`src/rtl/spi_flags_pkg.sv`:
```
// shared constants, register map and carrier types for the serial buffer flag block
package spi_flags_pkg;

    // data path widths
    localparam int WORD_W    = 16;
    localparam int ENH_DEPTH = 8;
    localparam int CNT_W     = 4;
    localparam int APB_AW    = 12;
    localparam int APB_DW    = 32;
    localparam int IRQ_W     = 4;

    // register byte offsets on the apb bus
    localparam logic [APB_AW-1:0] OFF_STATUS_CONTROL = 12'h000;
    localparam logic [APB_AW-1:0] OFF_BUFFER         = 12'h004;
    localparam logic [APB_AW-1:0] OFF_IRQ_STATUS     = 12'h008;
    localparam logic [APB_AW-1:0] OFF_IRQ_MASK       = 12'h00c;

    // serial_status_control fields
    localparam int BIT_RX_FULL  = 0;
    localparam int BIT_TX_FULL  = 1;
    localparam int BIT_ENHANCED = 2;
    localparam int TX_CNT_LSB   = 8;
    localparam int RX_CNT_LSB   = 12;

    // interrupt status / mask fields
    localparam int IRQ_RX_DONE     = 0;
    localparam int IRQ_TX_STARTED  = 1;
    localparam int IRQ_RX_OVERFLOW = 2;
    localparam int IRQ_TX_REFUSED  = 3;

    // queue occupancy limits per buffer mode
    localparam logic [CNT_W-1:0] LIMIT_STANDARD = 4'h1;
    localparam logic [CNT_W-1:0] LIMIT_ENHANCED = 4'h8;

    // reset values
    localparam logic [IRQ_W-1:0]  IRQ_RESET   = 4'h0;
    localparam logic [APB_DW-1:0] RDATA_RESET = 32'h0000_0000;
    localparam logic [WORD_W-1:0] WORD_RESET  = 16'h0000;

    typedef enum logic {
        MODE_STANDARD = 1'b0,
        MODE_ENHANCED = 1'b1
    } buffer_mode_t;

    // one word on the shift-register side, with its strobe
    typedef struct packed {
        logic              valid;
        logic [WORD_W-1:0] data;
    } serial_word_t;

endpackage

```
`src/rtl/word_queue.sv`:
```
// word queue with a run-time occupancy limit, used for both transmit and receive buffers
`timescale 1ns/1ps
module word_queue
    import spi_flags_pkg::*;
#(
    parameter int DEPTH = ENH_DEPTH
) (
    input  wire logic              pclk,
    input  wire logic              presetn,
    input  wire logic              flush,
    input  wire logic [CNT_W-1:0]  limit,
    input  wire logic              push,
    input  wire logic [WORD_W-1:0] push_data,
    input  wire logic              pop,
    output logic      [WORD_W-1:0] head,
    output logic      [CNT_W-1:0]  count,
    output logic                   full,
    output logic                   empty
);
    localparam int IW = $clog2(DEPTH);

    logic [WORD_W-1:0] mem_q [DEPTH];
    logic [IW-1:0]     wr_ptr_q;
    logic [IW-1:0]     rd_ptr_q;
    logic [CNT_W-1:0]  count_q;
    logic [CNT_W-1:0]  count_d;
    wire               push_ok;
    wire               pop_ok;

    // limit may drop below count only around a mode change, which flushes
    assign full    = (count_q >= limit);
    assign empty   = (count_q == '0);
    assign push_ok = push & ~full;
    assign pop_ok  = pop & ~empty;
    assign head    = mem_q[rd_ptr_q];
    assign count   = count_q;

    always_comb begin
        count_d = count_q;
        if (push_ok && !pop_ok) begin
            count_d = count_q + 1'b1;
        end else if (pop_ok && !push_ok) begin
            count_d = count_q - 1'b1;
        end
    end

    always_ff @(posedge pclk or negedge presetn) begin
        if (!presetn) begin
            wr_ptr_q <= '0;
            rd_ptr_q <= '0;
            count_q  <= '0;
        end else if (flush) begin
            wr_ptr_q <= '0;
            rd_ptr_q <= '0;
            count_q  <= '0;
        end else begin
            wr_ptr_q <= push_ok ? wr_ptr_q + 1'b1 : wr_ptr_q;
            rd_ptr_q <= pop_ok ? rd_ptr_q + 1'b1 : rd_ptr_q;
            count_q  <= count_d;
        end
    end

    always_ff @(posedge pclk or negedge presetn) begin
        if (!presetn) begin
            for (int i = 0; i < DEPTH; i++) begin
                mem_q[i] <= WORD_RESET;
            end
        end else if (push_ok) begin
            mem_q[wr_ptr_q] <= push_data;
        end
    end

endmodule

```
`src/rtl/spi_buffer_full_flags.sv`:
```
// apb-mapped transmit/receive buffers of a serial unit with their full flags and interrupt
`timescale 1ns/1ps
module spi_buffer_full_flags
    import spi_flags_pkg::*;
(
    input  wire logic              pclk,
    input  wire logic              presetn,
    input  wire logic              psel,
    input  wire logic              penable,
    input  wire logic              pwrite,
    input  wire logic [APB_AW-1:0] paddr,
    input  wire logic [APB_DW-1:0] pwdata,
    output logic      [APB_DW-1:0] prdata,
    output logic                   pready,
    output logic                   pslverr,
    input  wire serial_word_t      rx_in,
    input  wire logic              tx_take,
    output serial_word_t           tx_out,
    output logic                   irq
);

    // apb phase decode
    wire setup_phase;
    wire access_phase;
    wire hit_status;
    wire hit_buffer;
    wire hit_irq_status;
    wire hit_irq_mask;
    wire hit_any;

    assign setup_phase    = psel & ~penable;
    assign access_phase   = psel & penable;
    assign hit_status     = (paddr == OFF_STATUS_CONTROL);
    assign hit_buffer     = (paddr == OFF_BUFFER);
    assign hit_irq_status = (paddr == OFF_IRQ_STATUS);
    assign hit_irq_mask   = (paddr == OFF_IRQ_MASK);
    assign hit_any        = hit_status | hit_buffer | hit_irq_status | hit_irq_mask;

    // every access completes in its first access cycle
    assign pready = 1'b1;

    // access strobes, taken on the completing edge only
    wire wr_status;
    wire wr_buffer;
    wire rd_buffer;
    wire wr_irq_status;
    wire wr_irq_mask;

    assign wr_status     = access_phase & pwrite & hit_status;
    assign wr_buffer     = access_phase & pwrite & hit_buffer;
    assign rd_buffer     = access_phase & ~pwrite & hit_buffer;
    assign wr_irq_status = access_phase & pwrite & hit_irq_status;
    assign wr_irq_mask   = access_phase & pwrite & hit_irq_mask;

    // buffer mode control
    buffer_mode_t mode_q;
    buffer_mode_t mode_d;
    wire          mode_change;

    assign mode_d      = wr_status ? buffer_mode_t'(pwdata[BIT_ENHANCED]) : mode_q;
    // switching to standard depth with more than one word inside would leave counts above the new limit
    assign mode_change = wr_status & (mode_d != mode_q);

    always_ff @(posedge pclk or negedge presetn) begin
        if (!presetn) begin
            mode_q <= MODE_STANDARD;
        end else begin
            mode_q <= mode_d;
        end
    end

    // one slot in standard mode, the whole queue in enhanced mode
    wire [CNT_W-1:0] limit;
    assign limit = (mode_q == MODE_ENHANCED) ? LIMIT_ENHANCED : LIMIT_STANDARD;

    // transmit side
    wire [WORD_W-1:0] tx_head;
    wire [CNT_W-1:0]  tx_count;
    wire              tx_buffer_full;
    wire              tx_empty;
    wire              tx_push;
    wire              tx_pop;

    // core write of the shared buffer address loads the next free slot
    assign tx_push = wr_buffer;
    // the shift register takes the oldest word and frees its slot
    assign tx_pop  = tx_take & ~tx_empty;

    // full compares the occupancy to the mode limit, so it rises only on the
    // last free slot and falls as soon as one slot is free again
    word_queue #(
        .DEPTH (ENH_DEPTH)
    ) u_tx_queue (
        .pclk      (pclk),
        .presetn   (presetn),
        .flush     (mode_change),
        .limit     (limit),
        .push      (tx_push),
        .push_data (pwdata[WORD_W-1:0]),
        .pop       (tx_pop),
        .head      (tx_head),
        .count     (tx_count),
        .full      (tx_buffer_full),
        .empty     (tx_empty)
    );

    assign tx_out = '{valid: ~tx_empty, data: tx_head};

    // receive side
    wire [WORD_W-1:0] rx_head;
    wire [CNT_W-1:0]  rx_count;
    wire              rx_buffer_full;
    wire              rx_empty;
    wire              rx_push;
    wire              rx_pop;

    // a completed word from the shift register lands in the next free slot
    assign rx_push = rx_in.valid;
    // the core reading the shared buffer address frees the oldest slot
    assign rx_pop  = rd_buffer;

    word_queue #(
        .DEPTH (ENH_DEPTH)
    ) u_rx_queue (
        .pclk      (pclk),
        .presetn   (presetn),
        .flush     (mode_change),
        .limit     (limit),
        .push      (rx_push),
        .push_data (rx_in.data),
        .pop       (rx_pop),
        .head      (rx_head),
        .count     (rx_count),
        .full      (rx_buffer_full),
        .empty     (rx_empty)
    );

    // events; a refused word is dropped, the core is expected to poll first
    wire [IRQ_W-1:0] irq_events;

    assign irq_events[IRQ_RX_DONE]     = rx_in.valid & ~rx_buffer_full;
    assign irq_events[IRQ_TX_STARTED]  = tx_pop;
    assign irq_events[IRQ_RX_OVERFLOW] = rx_in.valid & rx_buffer_full;
    assign irq_events[IRQ_TX_REFUSED]  = wr_buffer & tx_buffer_full;

    // sticky status, write one to clear, a same-cycle event wins
    logic [IRQ_W-1:0] irq_status_q;
    logic [IRQ_W-1:0] irq_mask_q;
    wire  [IRQ_W-1:0] irq_clear;
    wire  [IRQ_W-1:0] irq_status_d;
    wire  [IRQ_W-1:0] irq_mask_d;

    assign irq_clear    = wr_irq_status ? pwdata[IRQ_W-1:0] : '0;
    assign irq_status_d = (irq_status_q & ~irq_clear) | irq_events;
    assign irq_mask_d   = wr_irq_mask ? pwdata[IRQ_W-1:0] : irq_mask_q;

    always_ff @(posedge pclk or negedge presetn) begin
        if (!presetn) begin
            irq_status_q <= IRQ_RESET;
            irq_mask_q   <= IRQ_RESET;
        end else begin
            irq_status_q <= irq_status_d;
            irq_mask_q   <= irq_mask_d;
        end
    end

    assign irq = |(irq_status_q & irq_mask_q);

    // status word; the two full flags come straight from the queues and ignore writes
    logic [APB_DW-1:0] status_word;

    always_comb begin
        status_word                              = '0;
        status_word[BIT_RX_FULL]                 = rx_buffer_full;
        status_word[BIT_TX_FULL]                 = tx_buffer_full;
        status_word[BIT_ENHANCED]                = mode_q;
        status_word[TX_CNT_LSB +: CNT_W]         = tx_count;
        status_word[RX_CNT_LSB +: CNT_W]         = rx_count;
    end

    // read multiplexer
    logic [APB_DW-1:0] read_word;

    always_comb begin
        read_word = '0;
        if (hit_status) begin
            read_word = status_word;
        end else if (hit_buffer) begin
            read_word[WORD_W-1:0] = rx_head;
        end else if (hit_irq_status) begin
            read_word[IRQ_W-1:0] = irq_status_q;
        end else if (hit_irq_mask) begin
            read_word[IRQ_W-1:0] = irq_mask_q;
        end
    end

    // read data and error are sampled in the setup cycle so prdata is a flop;
    // status seen is therefore one cycle older than the completing edge
    logic [APB_DW-1:0] prdata_q;
    logic              miss_q;

    always_ff @(posedge pclk or negedge presetn) begin
        if (!presetn) begin
            prdata_q <= RDATA_RESET;
            miss_q   <= 1'b0;
        end else if (setup_phase) begin
            prdata_q <= pwrite ? RDATA_RESET : read_word;
            miss_q   <= ~hit_any;
        end
    end

    assign prdata  = prdata_q;
    assign pslverr = access_phase & miss_q;

endmodule

```
`config.mk`:
```
export PLATFORM = sky130hd
export DESIGN_NAME = spi_buffer_full_flags
export DESIGN_NICKNAME = d
export VERILOG_FILES = /design/src/rtl/spi_flags_pkg.sv /design/src/rtl/word_queue.sv /design/src/rtl/spi_buffer_full_flags.sv
export SDC_FILE = /design/constraint.sdc
export NUM_CORES = 1
export LEC_CHECK = 0
export BUFFER_PORTS_ARGS = -buffer_cell sky130_fd_sc_hd__buf_4
export CAP_MARGIN = 20
export CORE_UTILIZATION = 45
export CTS_BUF_LIST = sky130_fd_sc_hd__clkbuf_16
export DETAILED_ROUTE_END_ITERATION = 6
export PLACE_DENSITY = 0.76
export SETUP_SLACK_MARGIN = 0.05
export SLEW_MARGIN = 25
export SYNTH_ARGS = -nofsm -noshare
export SYNTH_HDL_FRONTEND = slang
export SYNTH_SLANG_ARGS = --single-unit
```
`constraint.sdc`:
```
create_clock -name pclk -period 2.94 [get_ports pclk]
set_input_delay 0.294 -clock pclk [delete_from_list [all_inputs] [get_ports pclk]]
set_output_delay 0.294 -clock pclk [all_outputs]
set_load 0.02 [all_outputs]
```
* Word-level counts from Yosys, hierarchy flattened
Cells that the tools add are included.
Word-level totals: memories kept 0, bits in latches 0, RAM bits 0, memory bits (read-only) 0, flip-flop bits (word level) 318, input bits 67, logic and storage cells 138, output and inout bits 52
Cells by class: divide/modulo/power cells 0, add/sub/neg operators 8, order comparisons 8, reductions and logical operators 20, multipliers 0, muxes and demuxes 35, shifts and indexed selects 0, equal/unequal tests 4, bitwise logic cells 36
Operators with widths (count):
- bitwise mux 128 bit | 2
- 2-to-1 mux 16 bit | 8
- binary-select mux 16 bit (select 3 bit) | 2
- demux 16 bit (select 3 bit) | 2
- 2-to-1 mux 4 bit | 11
- == test 12 x 4 -> 1 bit, second input constant | 2
- 2-to-1 mux 3 bit | 8
- bitwise AND 1 bit | 18
- greater-or-equal comparator 4 bit, second input constant | 4
- inverter 3 -> 4 bit | 4
- adder 3 x 1 -> 3 bit, second input constant | 4
- == test 12 x 3 -> 1 bit, second input constant | 1
- logical NOT 12 bit | 1
- 2-to-1 mux 12 bit | 1
- adder 4 x 1 -> 4 bit, second input constant | 2
- bitwise AND 4 bit | 2
- greater-or-equal comparator 4 bit | 2
- logical NOT 4 bit | 2
- less-than comparator 4 x 1 -> 1 bit, second input constant | 2
- nonzero test 2 bit | 4
- subtractor 4 x 1 -> 4 bit, second input constant | 2
- inverter 1 bit | 7
- logical AND 1 bit | 6
- nonzero test 3 bit | 2
- other kinds (7) | 12

* Longest topological paths before layout
depth after elaboration 9, mapped depth 11, gate-level depth less buffers 11

* Hierarchy
From an unflattened synthesis, not the netlist that was laid out.
Second synthesis, totals: cells, all modules 970, area, all modules 14619.0 sq um
Modules (own cells, without submodules):
- word_queue at u_tx_queue | area each 6560.0 sq um, cells an instance 408, sequential area each 3453.3 sq um, times used 1
- word_queue at u_rx_queue | area each 6548.8 sq um, cells an instance 407, sequential area each 3453.3 sq um, times used 1
- spi_buffer_full_flags | area each 1510.2 sq um, cells an instance 155, sequential area each 650.6 sq um, times used 1

* Worst setup path before layout
No wires, ideal clock.
path kind reg-to-reg, from register u_rx_queue.count_q[0], in the netlist u_rx_queue.count[0], to register u_rx_queue.count_q[3], in the netlist u_rx_queue.count[3], stages on the path, launching flop included 12, setup slack -87 ps, arrival time 2947 ps, library setup time 79 ps, buffers on the path 1, required time 2861 ps, period minus slack after synthesis 3027 ps, path through dfrtp_1 inv_1 ha_1 or4b_2 a21bo_2 a21o_1 clkbuf_1 ha_1 a21o_1 a21oi_1 mux2i_1 mux2i_1
On the way: longest elaborated chain between the ends 7, elaborated cells on any way between the ends 16, classes of those cells add/sub: 2; order compare: 1; mux: 3; bitwise: 4; reduce/logical: 6
RTL lines:
- from (decl) | line word_queue.sv:25 | logic [CNT_W-1:0] count_q;
- from (signal assigned) | line word_queue.sv:59 | count_q <= count_d;
- parallel branches: the longest is 7 deep, another holds greater-or-equal comparator 4 bit
Parallel ways; which one is timed is not known. The select of a mux whose other input is x is not followed. A chain may end at the register's enable or synchronous reset.

* Final worst setup path
from register mode_q, to register u_tx_queue.count_q[3], in the netlist u_tx_queue.count[3]
On the way: longest elaborated chain between the ends 7, elaborated cells on any way between the ends 13, classes of those cells order compare: 1; eq/ne: 1; mux: 4; bitwise: 3; reduce/logical: 4
RTL lines:
- from (decl) | line spi_buffer_full_flags.sv:56 | buffer_mode_t mode_q;
- from (signal assigned) | line spi_buffer_full_flags.sv:68 | mode_q <= mode_d;
- 2-to-1 mux 4 bit | line spi_buffer_full_flags.sv:74 | assign limit = (mode_q == MODE_ENHANCED) ? LIMIT_ENHANCED : LIMIT_STANDARD;
- greater-or-equal comparator 4 bit | line word_queue.sv:31 | assign full = (count_q >= limit);
- inverter 1 bit | line word_queue.sv:33 | assign push_ok = push & ~full;
- bitwise AND 1 bit | line word_queue.sv:33
- logical AND 1 bit or logical NOT 1 bit (tied branches) | line word_queue.sv:40, word_queue.sv:42
- 2-to-1 mux 4 bit or logical AND 1 bit (tied branches) | line word_queue.sv:40, word_queue.sv:42
- 2-to-1 mux 4 bit or nonzero test 3 bit (tied branches)
- to (signal assigned) | line word_queue.sv:59
- to (decl) | line word_queue.sv:25
Several ways; a longest one is shown, not always the timed one.

==> out/qor.txt <==
Max Slew Vio Count -> 0
DPL Wire Length -> 19.5 mm
Distinct cell type count after synthesis -> 55
Most common cell after layout, fill and taps aside -> dfrtp_1
Total gr overflow -> 0
Seq/Total Area, Yosys -> 52.9%
Post-place setup slack -> -13.3 ps
DR vias/cell -> 5.63
Initial core utilization -> 46.3%
Post-synthesis async set-or-reset flop share -> 100%
Die Width -> 180 µm
Post-synth top flop -> dfrtp_1
Wire length per cell -> 21.0 µm
Max Cap Viol -> 0
Fillcell total -> 2461
PortBufs -> 85
Largest net degree at the start of global routing -> 95
RSZ-0062 raised after global routing -> yes
RePlAce Congestion -> 0.771
Most frequent cells in the layout -> 300 x dfrtp_1, 231 x mux2_2, 126 x buf_4
Area grow syn2layout -> 18.9%
Via count -> 8385
Slew margin rel. -> 50.0%
Core area -> 0.0309 mm²
Critical-path maximum fanout -> 2
Lkg Pwr -> 0.00801 µW
Worst-skew pair later-pin latency -> 550 ps
Endpoints failing setup -> 0
WP data required -> 3410 ps
GRT Util Overall -> 19.4%
CTS Root Cell -> clkbuf_16
Placed insts -> 1423
Post-route ant nets -> 0
Antenna violations before repair -> 0
Final Skew -> 8.70 ps
Sink Count -> 302
Full die area -> 0.0325 mm²
FP Rows -> 64
Pwr Density -> 736 mW/mm²
H-tree levels -> 1
Fmax -> 0.346 GHz
Fin worst setup slack -> 47.6 ps
CP Class -> flip-flop to flip-flop
Min cycle time layout -> 2890 ps
Final wirelength -> 31.3 mm
First-pass DRT Iterations -> 4
Maximum vdd drop -> 0.600 mV
Critical path startpoint category -> flip-flop
Max Root-Sink Buffers -> 3
Hold Vio Cnt, Final -> 0
Critical path arrival -> 3360 ps
Status -> completed
Share of cells above drive strength 1 -> 51.2%
Post-route insts no fill -> 1489
Synth Cell Area -> 0.0143 mm²
TritonCTS clock tree -> done
ANT cells -> 0
Synth Warn # -> 0
First-pass GRT wire length -> 50.2 mm
Initial DRC count -> 520
Nets -> 1152
Post-synth EDFFs -> 0
Worst Hold Class -> input pin to flip-flop
Num CTS Buffers -> 30
Yosys reg bits -> 302
Post-Syn Area per Cell -> 15.1 µm²
Residual DRC -> 0
Worst-path clk slew -> 60 ps
Setup Total Neg Slack -> 0 ps
Synth Instances -> 948
Die height -> 180 µm
Period utilization -> 98.4%
Io pins -> 119
Number of global-route vias before repair -> 9032
Crit path capture type -> flip-flop
Actual slew at the worst max-slew pin -> 750 ps
Worst hold slack -> 30.4 ps
## stage by stage
step | power (µW) | utilization [%] | cell area [µm²]
4_1_cts | 12500 | 54.4 | 16800
5_1_grt | 13100 | 55.0 | 17000
3_3_place_gp | 8210 | 50.8 | 15700
6_report | 12500 | 55.0 | 17000
2_1_floorplan | 7420 | - | 14400
3_5_place_dp | 8360 | 50.8 | 15700
## final timing paths
check | startpoint | end | slack [ps] | cells past startpoint
setup / recovery | mode_q | u_tx_queue.count[3] | 50 | 12
hold / removal | pwdata[9] | u_tx_queue.mem_q[9] | 30 | 2
setup reg to reg | mode_q | u_tx_queue.count[3] | 50 | 12
hold reg to reg | prdata[7] | prdata[7] | 490 | 2
max in group asynchronous | presetn | u_tx_queue.mem_q[56] | 1730 | 3
min in group asynchronous | presetn | u_tx_queue.mem_q[116] | 350 | 2
## kinds of logic after synthesis
family / share of synthesized area (%)
mux: 34.4
flops: 52.9
other cells: 0.0525
fa+ha+maj: 1.33
simple gates: 4.80
buf+inv: 2.84
compound gates: 3.02
xor+xnor: 0.674
## metal layers
metal	track usage [%]	vias up	share of wire [%]
met3	3.07	57	4.3
met4	5.13	0	2.2
met1	25.1	4418	42
met5	0	-	0
li1	-	3748	-
met2	34.1	162	51
## synth_stat cells (4+ instances only)
cell type	instances	area (µm²)
nor2_1	14	52.6
ha_1	12	150
nand2b_1	4	25.0
mux2i_1	21	210
and3_1	4	25.0
clkbuf_1	26	97.6
mux2_4	40	601
a21o_1	9	67.6
nand3_1	12	60.1
a21oi_1	15	75.1
nor3_1	4	20.0
mux4_2	64	1440
a22oi_1	10	75.1
buf_2	10	50.1
mux2_2	231	2600
buf_4	17	128
dfrtp_1	302	7560
nand2_1	37	139
mux2_1	6	67.6
nor3_2	5	50.1
inv_1	7	26.3
nor2b_1	4	25.0
nor4_1	6	37.5
buf_1	13	48.8
xor2_1	9	78.8
o21ai_0	14	70.1
a22o_1	4	35.0
buf_6	5	56.3
## where the power goes
group / switching, µW / internal, µW
Combinational: 1200 / 1670
Clock: 1580 / 2500
Sequential: 598 / 4960
Total: 3380 / 9140
## repair_timing
action                                  CTS  global route
endpoints found under the setup margin    2            55
resized for setup                         3            19
setup buffers                             3             6
hold buffers                              1             0
hold endpoints to repair                 90             0
pin swaps                                 0            14
cloned                                    0             2
## flip-flops by register name (all words and copies together) (netlist names)
name and cells:
irq_mask_q 4, irq_status_q 4, miss_q 1, mode_q 1
prdata 16, u_rx_queue.count 4, u_rx_queue.mem_q 128, u_rx_queue.rd_ptr_q 3
u_rx_queue.wr_ptr_q 3, u_tx_queue.count 4, u_tx_queue.mem_q 128, u_tx_queue.rd_ptr_q 3
u_tx_queue.wr_ptr_q 3
## critical path, stage by stage, from the launching register on
cell	delay, ps
dfrtp_1	370
inv_2	50
buf_4	130
ha_4	220
or4b_4	530
a211oi_4	250
nand3_2	150
ha_4	280
a21o_1	160
a21oi_2	150
and4b_1	220
a21oi_2	120
mux2i_1	190
## final cells by class
cell class                      instances  area (µm²)  share of cell area [%]
Clock buffer                           31         776                    4.56
Clock inverter                         23         278                    1.63
Inverter                                7        26.3                   0.155
Multi-Input combinational cell        585        6580                    38.7
Sequential cell                       302        7560                    44.5
Tap cell                              396         495                    2.91
Timing Repair Buffer                  145        1280                    7.56
(Power assumes the default switching activity.)
